[src/logic/ubbp_map.svh]
// Constants of the bit-bang parallel port: reset values and timing counts
`ifndef UBBP_MAP_SVH
`define UBBP_MAP_SVH

// ----------------------------------------------------------------------
// Clock and timing
// ----------------------------------------------------------------------
`define UBBP_CLK_NS      10
`define UBBP_WSTB_NS     20
`define UBBP_WSTB_CYC    ((`UBBP_WSTB_NS + `UBBP_CLK_NS - 1) / `UBBP_CLK_NS)
`define UBBP_SMPL_NS     1000
`define UBBP_SMPL_CYC    (`UBBP_SMPL_NS / `UBBP_CLK_NS)

// ----------------------------------------------------------------------
// Reset values and buffer depth
// ----------------------------------------------------------------------
`define UBBP_LINES_RST   8'h00
`define UBBP_DIR_RST     8'h00
`define UBBP_FIFO_DEPTH  16

`endif

[src/logic/ubbp_pkg.sv]
// Types shared by the bit-bang parallel port
package ubbp_pkg;

   // Bit-bang variant
   typedef enum logic {UBBP_ASYNC, UBBP_SYNC} ubbp_mode_e;

   // Write-side sequencer states
   typedef enum logic {UBBP_IDLE, UBBP_STRB} ubbp_state_e;

   // One byte from the host with its per-line direction (1 = output)
   typedef struct packed {
      logic [7:0] data;
      logic [7:0] dir;
   } ubbp_wr_s;

   // Channel configuration
   typedef struct packed {
      logic       enable;
      ubbp_mode_e mode;
      logic       wake_en;
   } ubbp_cfg_s;

endpackage : ubbp_pkg

[src/logic/ubbp_fifo.sv]
// Flip-flop FIFO with valid/ready on both sides and registered flags
`timescale 1ns/1ps
`default_nettype none

module ubbp_fifo #(
   parameter int WIDTH = 8,
   parameter int DEPTH = 16
) (
   // Clock and reset
   input  wire logic             clk,
   input  wire logic             rst_b,
   // Fill side
   input  wire logic             in_valid,
   input  wire logic [WIDTH-1:0] in_data,
   output var  logic             in_ready,
   // Drain side
   output var  logic             out_valid,
   output logic      [WIDTH-1:0] out_data,
   input  wire logic             out_ready
);

   localparam int AW = $clog2(DEPTH);

   logic [WIDTH-1:0] mem_reg [DEPTH];
   logic [AW-1:0]    wr_ptr_reg;
   logic [AW-1:0]    rd_ptr_reg;
   logic [AW:0]      count_reg;
   logic [AW:0]      count_next;
   logic             push;
   logic             pop;
   logic [AW-1:0]    rd_ptr_next;
   logic [WIDTH-1:0] head_next;

   // Pointer step with wrap at the last slot
   function automatic logic [AW-1:0] ptr_step(input logic [AW-1:0] ptr);
      return (ptr == AW'(DEPTH - 1)) ? '0 : ptr + 1'b1;
   endfunction : ptr_step

   // Handshakes and occupancy
   assign push       = in_valid & in_ready;
   assign pop        = out_valid & out_ready;
   assign count_next = count_reg + (AW+1)'(push) - (AW+1)'(pop);
   assign rd_ptr_next = pop ? ptr_step(rd_ptr_reg) : rd_ptr_reg;
   // Slot being filled becomes the head when nothing else is left
   assign head_next   = (push && (wr_ptr_reg == rd_ptr_next)) ? in_data : mem_reg[rd_ptr_next];

   // Storage and pointers
   always_ff @(posedge clk or negedge rst_b)
   begin
      if (!rst_b)
      begin
         wr_ptr_reg <= '0;
         rd_ptr_reg <= '0;
         count_reg  <= '0;
         for (int i = 0; i < DEPTH; i++)
            mem_reg[i] <= '0;
      end
      else
      begin
         if (push)
         begin
            mem_reg[wr_ptr_reg] <= in_data;
            wr_ptr_reg          <= ptr_step(wr_ptr_reg);
         end
         rd_ptr_reg <= rd_ptr_next;
         count_reg  <= count_next;
      end
   end

   // Registered full and empty flags and head word
   always_ff @(posedge clk or negedge rst_b)
   begin
      if (!rst_b)
      begin
         in_ready  <= 1'b0;
         out_valid <= 1'b0;
         out_data  <= '0;
      end
      else
      begin
         in_ready  <= (count_next != (AW+1)'(DEPTH));
         out_valid <= (count_next != '0);
         out_data  <= head_next;
      end
   end

endmodule : ubbp_fifo

`default_nettype wire

[src/logic/ubbp_port.sv]
// One channel of the bit-bang parallel port between the USB data path and the pins
//
// Notes on behaviour
// - When enabled, each of the eight lines is set as input or output on its own.
// - Synchronous and asynchronous variants selectable, same pins for both.
// - Write strobe pulses low each time a host byte is driven out.
// - Read strobe rises once sampled byte has been passed toward the host.
// - While suspended with wakeup enabled, low pulse on input requests resume.
// - While active, low pulse on that input flushes transmit buffer next IN.
// - Suspend indicator reads high while suspended and low otherwise.
`timescale 1ns/1ps
`default_nettype none
`include "ubbp_map.svh"

module ubbp_port #(
   parameter int DEPTH    = `UBBP_FIFO_DEPTH,
   parameter int WSTB_CYC = `UBBP_WSTB_CYC,
   parameter int SMPL_CYC = `UBBP_SMPL_CYC
) (
   // Clock and reset
   input  wire logic               clk,
   input  wire logic               rst_b,
   // Configuration and USB state
   input  wire ubbp_pkg::ubbp_cfg_s cfg,
   input  wire logic               usb_suspended,
   // Host write stream
   input  wire logic               host_wr_valid,
   input  wire ubbp_pkg::ubbp_wr_s host_wr,
   output var  logic               host_wr_ready,
   // Upstream sample stream
   output var  logic               up_valid,
   output logic      [7:0]         up_data,
   input  wire logic               up_ready,
   // USB engine requests
   output var  logic               resume_req,
   output var  logic               flush_req,
   // Parallel lines
   input  wire logic [7:0]         port_lines_i,
   output var  logic [7:0]         port_lines_o,
   output var  logic [7:0]         port_lines_oe,
   // Strobes and indicators
   output var  logic               write_strobe_n,
   output var  logic               read_strobe_n,
   input  wire logic               send_now_wakeup_n,
   output var  logic               suspend_indicator_n
);

   // ----------------------------------------------------------------------
   // Declarations
   // ----------------------------------------------------------------------
   ubbp_pkg::ubbp_state_e state_reg;
   logic [7:0]  lines_s1_reg;
   logic [7:0]  lines_s2_reg;
   logic [7:0]  lines_s3_reg;
   logic [7:0]  lines_flt_reg;
   logic        sw_s1_reg;
   logic        sw_s2_reg;
   logic        sw_s3_reg;
   logic        sw_flt_reg;
   logic        sw_flt_d_reg;
   logic        sw_fall;
   logic [3:0]  wstb_cnt_reg;
   logic [7:0]  smpl_cnt_reg;
   logic        smpl_tick;
   logic        wr_fire;
   logic        capture;
   logic        pend_valid_reg;
   logic [7:0]  pend_data_reg;
   logic        pend_push;
   logic        pend_after;
   logic        fifo_in_ready;
   logic        strb_done;

   // ----------------------------------------------------------------------
   // Pin synchronisers
   // ----------------------------------------------------------------------

   // Three-stage capture of lines and wakeup input
   always_ff @(posedge clk or negedge rst_b)
   begin
      if (!rst_b)
      begin
         lines_s1_reg <= 8'h00;
         lines_s2_reg <= 8'h00;
         lines_s3_reg <= 8'h00;
         sw_s1_reg    <= 1'b1;
         sw_s2_reg    <= 1'b1;
         sw_s3_reg    <= 1'b1;
      end
      else
      begin
         lines_s1_reg <= port_lines_i;
         lines_s2_reg <= lines_s1_reg;
         lines_s3_reg <= lines_s2_reg;
         sw_s1_reg    <= send_now_wakeup_n;
         sw_s2_reg    <= sw_s1_reg;
         sw_s3_reg    <= sw_s2_reg;
      end
   end

   // Accept a change only when stages two and three agree
   always_ff @(posedge clk or negedge rst_b)
   begin
      if (!rst_b)
      begin
         lines_flt_reg <= 8'h00;
         sw_flt_reg    <= 1'b1;
         sw_flt_d_reg  <= 1'b1;
      end
      else
      begin
         lines_flt_reg <= (lines_s2_reg & ~(lines_s2_reg ^ lines_s3_reg))
                        | (lines_flt_reg & (lines_s2_reg ^ lines_s3_reg));
         if (sw_s2_reg == sw_s3_reg)
            sw_flt_reg <= sw_s2_reg;
         sw_flt_d_reg <= sw_flt_reg;
      end
   end

   assign sw_fall = sw_flt_d_reg & ~sw_flt_reg;

   // ----------------------------------------------------------------------
   // Host write sequencer
   // ----------------------------------------------------------------------
   assign wr_fire   = host_wr_valid & host_wr_ready;
   assign strb_done = (state_reg == ubbp_pkg::UBBP_STRB) && (wstb_cnt_reg == 4'h0);

   // Drive lines and time the write strobe
   always_ff @(posedge clk or negedge rst_b)
   begin
      if (!rst_b)
      begin
         state_reg      <= ubbp_pkg::UBBP_IDLE;
         port_lines_o   <= `UBBP_LINES_RST;
         port_lines_oe  <= `UBBP_DIR_RST;
         write_strobe_n <= 1'b1;
         wstb_cnt_reg   <= 4'h0;
      end
      else
      begin
         unique case (state_reg)
            ubbp_pkg::UBBP_IDLE:
            begin
               if (wr_fire)
               begin
                  port_lines_o   <= host_wr.data;
                  port_lines_oe  <= host_wr.dir;
                  write_strobe_n <= 1'b0;
                  wstb_cnt_reg   <= 4'(WSTB_CYC - 1);
                  state_reg      <= ubbp_pkg::UBBP_STRB;
               end
            end
            ubbp_pkg::UBBP_STRB:
            begin
               if (wstb_cnt_reg == 4'h0)
               begin
                  write_strobe_n <= 1'b1;
                  state_reg      <= ubbp_pkg::UBBP_IDLE;
               end
               else
                  wstb_cnt_reg <= wstb_cnt_reg - 4'h1;
            end
         endcase
         if (!cfg.enable)
            port_lines_oe <= 8'h00;
      end
   end

   // Ready for the next host byte
   always_ff @(posedge clk or negedge rst_b)
   begin
      if (!rst_b)
         host_wr_ready <= 1'b0;
      else
         host_wr_ready <= cfg.enable && !pend_after
                        && ((state_reg == ubbp_pkg::UBBP_IDLE) ? !wr_fire : strb_done);
   end

   // ----------------------------------------------------------------------
   // Sampling toward the host
   // ----------------------------------------------------------------------

   // Free-running sample timer for the asynchronous variant
   always_ff @(posedge clk or negedge rst_b)
   begin
      if (!rst_b)
         smpl_cnt_reg <= 8'h00;
      else if (smpl_cnt_reg == 8'h00)
         smpl_cnt_reg <= 8'(SMPL_CYC - 1);
      else
         smpl_cnt_reg <= smpl_cnt_reg - 8'h01;
   end

   assign smpl_tick = (smpl_cnt_reg == 8'h00);

   // sample per write or per tick
   assign capture = cfg.enable && !pend_valid_reg
                  && ((cfg.mode == ubbp_pkg::UBBP_SYNC) ? wr_fire : smpl_tick);
   assign pend_push  = pend_valid_reg & fifo_in_ready;
   assign pend_after = pend_valid_reg ? !pend_push : capture;

   // Hold one sample and drive the read strobe
   always_ff @(posedge clk or negedge rst_b)
   begin
      if (!rst_b)
      begin
         pend_valid_reg <= 1'b0;
         pend_data_reg  <= 8'h00;
         read_strobe_n  <= 1'b1;
      end
      else if (capture)
      begin
         pend_valid_reg <= 1'b1;
         pend_data_reg  <= lines_flt_reg;
         read_strobe_n  <= 1'b0;
      end
      else if (pend_push)
      begin
         pend_valid_reg <= 1'b0;
         read_strobe_n  <= 1'b1;
      end
   end

   // Transmit buffer toward the USB engine
   ubbp_fifo #(
      .WIDTH (8),
      .DEPTH (DEPTH)
   ) u_txbuf (
      .clk       (clk),
      .rst_b     (rst_b),
      .in_valid  (pend_valid_reg),
      .in_data   (pend_data_reg),
      .in_ready  (fifo_in_ready),
      .out_valid (up_valid),
      .out_data  (up_data),
      .out_ready (up_ready)
   );

   // ----------------------------------------------------------------------
   // Wakeup, flush and suspend indicator
   // ----------------------------------------------------------------------

   // One-cycle requests on a low pulse of the wakeup input
   always_ff @(posedge clk or negedge rst_b)
   begin
      if (!rst_b)
      begin
         resume_req <= 1'b0;
         flush_req  <= 1'b0;
      end
      else
      begin
         resume_req <= sw_fall && usb_suspended && cfg.wake_en;
         flush_req  <= sw_fall && !usb_suspended;
      end
   end

   always_ff @(posedge clk or negedge rst_b)
   begin
      if (!rst_b)
         suspend_indicator_n <= 1'b0;
      else
         suspend_indicator_n <= usb_suspended;
   end

   // ----------------------------------------------------------------------
   // Assertions
   // ----------------------------------------------------------------------
   property p_lines_off;
      @(posedge clk) disable iff (!rst_b)
      !cfg.enable |=> (port_lines_oe == 8'h00);
   endproperty
   a_lines_off: assert property (p_lines_off)
      else $error("lines driven while port disabled");

   property p_sync_sample;
      @(posedge clk) disable iff (!rst_b)
      (wr_fire && cfg.mode == ubbp_pkg::UBBP_SYNC)
         |=> (!read_strobe_n && pend_data_reg == $past(lines_flt_reg));
   endproperty
   a_sync_sample: assert property (p_sync_sample)
      else $error("synchronous write took no sample");

   property p_wr_strobe;
      @(posedge clk) disable iff (!rst_b)
      wr_fire |=> (!write_strobe_n && port_lines_o == $past(host_wr.data))
         ##1 !write_strobe_n ##1 write_strobe_n;
   endproperty
   a_wr_strobe: assert property (p_wr_strobe)
      else $error("write strobe not a two-cycle low pulse with data");

   property p_rd_rise;
      @(posedge clk) disable iff (!rst_b)
      $rose(read_strobe_n) |-> $past(pend_push);
   endproperty
   a_rd_rise: assert property (p_rd_rise)
      else $error("read strobe rose without a buffered byte");

   property p_resume;
      @(posedge clk) disable iff (!rst_b)
      (sw_fall && usb_suspended && cfg.wake_en) |=> (resume_req && !flush_req);
   endproperty
   a_resume: assert property (p_resume)
      else $error("wakeup pulse gave no resume request");

   property p_flush;
      @(posedge clk) disable iff (!rst_b)
      $fell(sw_s3_reg) ##1 (sw_s3_reg == 1'b0) && !usb_suspended ##1 !usb_suspended
         |-> flush_req;
   endproperty
   a_flush: assert property (p_flush)
      else $error("send-now pulse gave no flush request");

   property p_susp_ind;
      @(posedge clk) disable iff (!rst_b)
      ##1 (suspend_indicator_n == $past(usb_suspended));
   endproperty
   a_susp_ind: assert property (p_susp_ind)
      else $error("suspend indicator does not follow suspend");

   property p_hold;
      @(posedge clk) disable iff (!rst_b)
      !wr_fire |=> $stable(port_lines_o);
   endproperty
   a_hold: assert property (p_hold)
      else $error("output lines changed without a host write");

endmodule : ubbp_port

`default_nettype wire

[config.mk]
export PLATFORM = sky130hd
export DESIGN_NAME = ubbp_port
export DESIGN_NICKNAME = d
export VERILOG_FILES = /design/src/logic/ubbp_pkg.sv /design/src/logic/ubbp_fifo.sv /design/src/logic/ubbp_port.sv
export VERILOG_INCLUDE_DIRS = /design/src /design/src/logic
export SDC_FILE = /design/constraint.sdc
export NUM_CORES = 1
export LEC_CHECK = 0
export BUFFER_PORTS_ARGS = -buffer_cell sky130_fd_sc_hd__buf_2
export CORE_MARGIN = 2
export CORE_UTILIZATION = 40
export DETAILED_ROUTE_END_ITERATION = 16
export SLEW_MARGIN = 0
export SYNTH_ARGS = -nofsm -noshare
export SYNTH_HDL_FRONTEND = slang
export SYNTH_SLANG_ARGS = --single-unit
[constraint.sdc]
create_clock -name clk -period 8.34 [get_ports clk]
set_clock_uncertainty 0.15 [all_clocks]
set_input_delay 1.251 -clock clk [delete_from_list [all_inputs] [get_ports clk]]
set_output_delay 1.251 -clock clk [all_outputs]
set_load 0.02 [all_outputs]
==> flow_summary.toml, run 1 <==
[outcome]
status = "finished clean"

[timing]
max_freq_mhz = 240.5
fin_crit_sh = 0.4985
slew_violations = 0
final-hold-violation-count = 0
fin_crit_ps = 4158
fin_tns_setup_ps = 0
rsz0062_at_grt = "no"
setup_viol = 0
post-route-worst-setup-slack_ps = 4182
slew_headroom = 0.2636
tightestPinTransition_ps = 1100

[power_and_ir_drop]
p_seq_frac = 0.376
clkPwrFrac = 0.297
sw_frac_of_total = 0.3840
p_comb_frac = 0.327
switching_power_mw = 1.608
p_int_mw = 2.579
p_leak_nw = 5.806
ir_drop_v = 0.0002088
totalPowerFinal_mw = 4.186
power_density_nw_per_um2 = 334.8

[route]
ant_nets = 0
dr.pass1.iters = 5
viasPerCell = 5.599
wl_um = 26790
via_count = 7839
drc = 0
drt_iter0_markers = 738
drt-wirelength-per-cell_um = 19.14

[synth]
syn_area_um2 = 11030
async_reset_ff_frac = 1.000
synth.ff_latch_count = 232
yosysTopAreaCellShare = 0.5106
synth_cell_types = 62
yosys_warnings = 0
ys_seq_area_frac = 0.5272
synth.area.top_cells = "dfrtp_1 51%, mux2_2 14%, nand2_1 5.9%"
syn_nets = 1047
netlist_instances = 999
yosysTopAreaCell = "dfrtp_1"
syn_area_per_cell_um2 = 11.04
synth_edf_count = 0
synth_ff_type = "dfrtp_1"

[worst_setup_path]
cp.arrival_ps = 4420
crit_top_cell = "buf_4"
path_class = "input pin to register"
crit_slowest_cell = "buf_4"
startpoint_type = "input pin"
worst_path_largest_cell_delay_ps = 570
worstPathRequired_ps = 8610
cp_max_fo = 63
crit_path_end_kind = "register"
cp_cell_sequence = "buf_2 > nand2_2 > inv_2 > buf_4 > nand4_1 > o21ai_2 > buf_4 > xor2_2 > nor2_2 > o31a_1"

[clock_tree]
clk_latency_ps = 540
clockBufferDepth = 3
numCtsBuffers = 27
cts_setup_buffers = 0
clkSinkCount = 232
cts_hold_buf = 0
cts_resized = 0
cts_tree = "built"
clkTransAtPathRegs_ps = 60
cts-root-buf = "clkbuf_16"
h-tree-depth = 1

[global_routing]
track_usage = 0.1903
grt_overflow = 0
grt_max_degree = 137
antenna_found_initial = 0
grt_pass1_vias = 7508
grt_first_pass_wirelength_um = 43230

[place]
place.gp.congestion = 0.8434
dp.cells = 1350
hpwl_um = 16780
pre_cts_ws_ps = 3733
numPortBuffers = 63

[floorplan]
io_pins = 64
rows = 60
dieArea_um2 = 28910
initial_core_util = 0.4081
fp.coreArea_um2 = 27030
die-height_um = 170.0
die_w_um = 170.0

[final_layout]
n_antenna_cell = 0
final_cells = 1400
drive_gt1_frac = 0.2635
largest_reg_flops = 128
area_growth_pct = 13.37
post-route-util = 0.4626
fill_cells = 2516
final_nets = 1086

[worst_hold_path]
hold_class = "register to register"

[flow_run]
cap_viol_max_count = 0
-- final cells by class --
cell class / instances / area (µm²) / share of cell area
Clock inverter: 14 / 187.7 / 0.01501
Sequential cell: 232 / 5816 / 0.4652
Inverter: 20 / 75.07 / 0.006005
Clock buffer: 36 / 759.5 / 0.06075
Multi-Input combinational cell: 687 / 4860 / 0.3887
Tap cell: 341 / 426.7 / 0.03413
Timing Repair Buffer: 70 / 377.9 / 0.03022
-- metal layers --
metal	up-vias	GRT usage	share of wire
li1	3650	-	-
met1	3907	0.2924	0.49
met2	240	0.2755	0.43
met5	-	0	0
met4	0	0.04980	0.020
met3	42	0.03442	0.061
-- critical path: cells and delay by family --
kind	cells	cell delay [ps]
buf+inv	4	1500
simple gates	3	750
compound gates	2	490
xor+xnor	1	370
-- Yosys cell counts (6+ instances only) --
cell / count
a31oi_1: 25
o21ai_0: 21
ha_1: 14
nor2b_1: 6
nand2_1: 174
and3_1: 34
o311a_1: 11
clkbuf_1: 34
a211oi_1: 12
nand3_1: 31
buf_4: 7
dfrtp_1: 225
a41oi_1: 7
a21oi_1: 36
a211o_1: 8
or3_1: 6
nand2b_1: 17
dfstp_2: 7
and4b_1: 6
inv_1: 17
nor2_1: 30
buf_2: 16
mux2_2: 138
nand4b_1: 11
a32oi_1: 10
xnor2_1: 9
a21boi_0: 9
maj3_1: 9
-- power groups by stage --
stage / clock network (mW) / registers [mW] / logic [mW]
after floorplan: 0 / 1.49 / 0.986
after global placement: 0 / 1.58 / 1.33
after detailed placement: 0 / 1.58 / 1.36
after CTS: 1.27 / 1.57 / 1.36
after global routing: 1.33 / 1.60 / 1.50
final: 1.24 / 1.57 / 1.37
-- cells in the final DEF (no fill, tap or decap), types with 5 or more instances in the layout --
cell	count
a211o_1	8
a211oi_1	12
a21boi_0	9
a21o_1	5
a21oi_1	36
a31oi_1	25
a32oi_1	10
a41oi_1	7
and3_1	34
and4b_1	6
buf_2	62
buf_4	7
clkbuf_16	27
clkbuf_8	5
dfrtp_1	224
dfstp_2	7
ha_1	14
inv_1	17
maj3_1	9
mux2_2	138
nand2_1	174
nand2b_1	17
nand3_1	31
nand4b_1	11
nor2_1	30
nor2b_1	6
nor3_1	5
nor4bb_1	5
o21ai_0	21
o311a_1	11
o31a_1	5
or3_1	6
xnor2_1	9
-- worst paths after layout --
path                                   start                    end  slack (ps)  cells after the start
max                                 up_ready    u_txbuf.out_data[6]        4180                     10
min                          lines_s1_reg[3]        lines_s2_reg[3]         200                      0
max reg2reg                u_txbuf.out_valid    u_txbuf.out_data[6]        4350                      9
min reg2reg                  lines_s1_reg[3]        lines_s2_reg[3]         200                      0
max in group asynchronous              rst_b  u_txbuf.rd_ptr_reg[0]        6030                      2
min in group asynchronous              rst_b   u_txbuf.mem_reg[124]         680                      1
-- through the flow --
step / hold slack [ps] / area, µm²
2_1_floorplan: 181.2 / 11030
3_3_place_gp: 182.3 / 11550
3_5_place_dp: 184.7 / 11550
4_1_cts: 198.6 / 12500
5_1_grt: 203.8 / 12500
6_report: 196.7 / 12500
-- kinds of logic after synthesis --
kind of cell	share of synthesized area
xor+xnor	0.01350
simple gates	0.1538
mux	0.1445
compound gates	0.1029
flops	0.5272
buf+inv	0.03211
fa+ha+maj	0.02587
Power figures use the tool's default switching activity.
==> inputs of run 2 (changes only) <==
- clock period: 8.34 -> 3.95 ns (I/O delays scaled with it)
==> flow_summary.toml, run 2 (synthesized netlist as in run 1, its figures left out) <==
[route]
drt-wirelength-per-cell_um = 19.36
dr_wl_met3_um = 1616
wl_um = 27510
highest_layer = "met4"
ant_nets = 0
via_count = 7946
drt_iter0_markers = 745
wl_met2_um = 12140
viasPerCell = 5.592
drc = 0
dr.pass1.iters = 5
wl_met1_um = 13220

[clock_tree]
cts-root-buf = "clkbuf_16"
h-tree-depth = 1
clockBufferDepth = 3
cts_tree = "built"
clk_latency_ps = 560
clkTransAtPathRegs_ps = 70
clkSinkCount = 232
numCtsBuffers = 27
cts_resized = 0

[power_and_ir_drop]
ir_drop_v = 0.0003949
power_density_nw_per_um2 = 708.0
p_comb_frac = 0.326
sw_frac_of_total = 0.3789
p_int_mw = 5.606
switching_power_mw = 3.420
p_seq_frac = 0.367
clkPwrFrac = 0.307
p_leak_nw = 5.926

[worst_setup_path]
reg2reg_slack_ps = 820
cp-endpoint = "u_txbuf.out_data[2]"
worstPathRequired_ps = 4240
startpoint_type = "register"
cp.arrival_ps = 3430
crit_path_end_kind = "register"
crit_start = "u_txbuf.rd_ptr_reg[1]"
path_class = "register to register"
r2r-start = "u_txbuf.rd_ptr_reg[1]"
timing.rr.end = "u_txbuf.out_data[2]"
r2r_cells = 8
cp_max_fo = 20

[timing]
fin_crit_ps = 3132
tightestPinTransition_ps = 1097
setup_viol = 0
slew_violations = 0
fin_tns_setup_ps = 0
max_freq_mhz = 319.3
final-hold-violation-count = 0
fin_crit_sh = 0.7928
rsz0062_at_grt = "no"
slew_headroom = 0.2660

[global_routing]
grt_pass1_vias = 7988
track_usage = 0.1941
grt_max_degree = 103
antenna_found_initial = 0
grt_first_pass_wirelength_um = 44370
grt_overflow = 0

[outcome]
status = "finished clean"

[flow_run]
cap_viol_max_count = 0

[floorplan]
dieArea_um2 = 28910
die_w_um = 170.0
fp.coreArea_um2 = 27030
io_pins = 64
rows = 60
die-height_um = 170.0
initial_core_util = 0.4081

[final_layout]
final_cell_mix = "224 x dfrtp_1, 174 x nand2_1, 138 x mux2_2"
area_growth_pct = 15.60
n_antenna_cell = 0
drive_gt1_frac = 0.2667
final_common_cell = "dfrtp_1"
final_cells = 1421
final_nets = 1107
largest_reg_flops = 128

[place]
hpwl_um = 17780
dp.cells = 1361
numPortBuffers = 63
place.gp.congestion = 0.8648

[worst_hold_path]
hold_class = "input pin to register"
run 2: changes by cell type in the layout (fill, tap and decap cells not counted), sizes merged:
cell	before	now
buf	70	81
bufinv	4	6
clkbuf	36	37
clkinv	4	2
clkinvlp	4	3
dlygate4sd3	0	10
run 2: how the worst min path moves through the flow:
stage          depth (start not counted)  slack (ps)       startpoint                  end
2_1_floorplan                          0         150            rst_b            async pin
3_3_place_gp                           0         180  lines_s1_reg[2]      lines_s2_reg[2]
3_5_place_dp                           0         180  lines_s1_reg[4]      lines_s2_reg[4]
4_1_cts                                1          20    usb_suspended  suspend_indicator_n
5_1_grt                                1          40    usb_suspended  suspend_indicator_n
6_report                               1          40    usb_suspended  suspend_indicator_n
run 2: timing repair:
action / 4_1_cts / 5_1_grt
buffers inserted: 0 / 0
endpoints found under the hold margin: 57 / 0
hold buffers: 10 / 0
run 2: cell type report:
cell class / count / area [µm²]
multi-input combinational: 687 / 4860
timing repair buffer: 91 / 573.1
clock buffer: 37 / 753.2
fill: 2489 / 14280
clock inverter: 13 / 245.2
sequential: 232 / 5816
tap: 341 / 426.7
inverter: 20 / 75.07
run 2: layer usage:
layer  up-vias  track usage
met5         -            0
li1       3685            -
met3        42      0.03395
met2       237       0.2975
met4         0      0.05351
met1      3982       0.2835
run 2: power by group through the flow:
stage | Sequential [mW] | Clock, mW | Combinational [mW]
floorplan | 3.14 | 0 | 2.08
global placement | 3.35 | 0 | 2.86
detailed placement | 3.34 | 0 | 2.90
CTS | 3.31 | 2.84 | 2.92
global route | 3.37 | 2.94 | 3.20
finish | 3.31 | 2.77 | 2.94
run 2: metrics by stage:
| step | worst slack, ps | utilization | total power [mW] | area [µm²] | hold slack (ps) |
|---|---|---|---|---|---|
| 2_1_floorplan | 870.2 | - | 5.219 | 11030 | 146.9 |
| 3_3_place_gp | 915.7 | 0.4311 | 6.207 | 11650 | 182.6 |
| 3_5_place_dp | 896.3 | 0.4311 | 6.236 | 11650 | 184.7 |
| 4_1_cts | 890.8 | 0.4717 | 9.061 | 12750 | 24.80 |
| 5_1_grt | 663.4 | 0.4717 | 9.515 | 12750 | 35.37 |
| 6_report | 818.3 | 0.4717 | 9.026 | 12750 | 43.87 |
run 2: worst max-delay path, stage by stage (launching register included):
cell and delay [ps]:
dfrtp_1 430, ha_1 340, nand3_2 300, a21oi_4 600
inv_2 320, nand2_1 150, a21oi_1 80, o311a_1 360
o31a_1 280
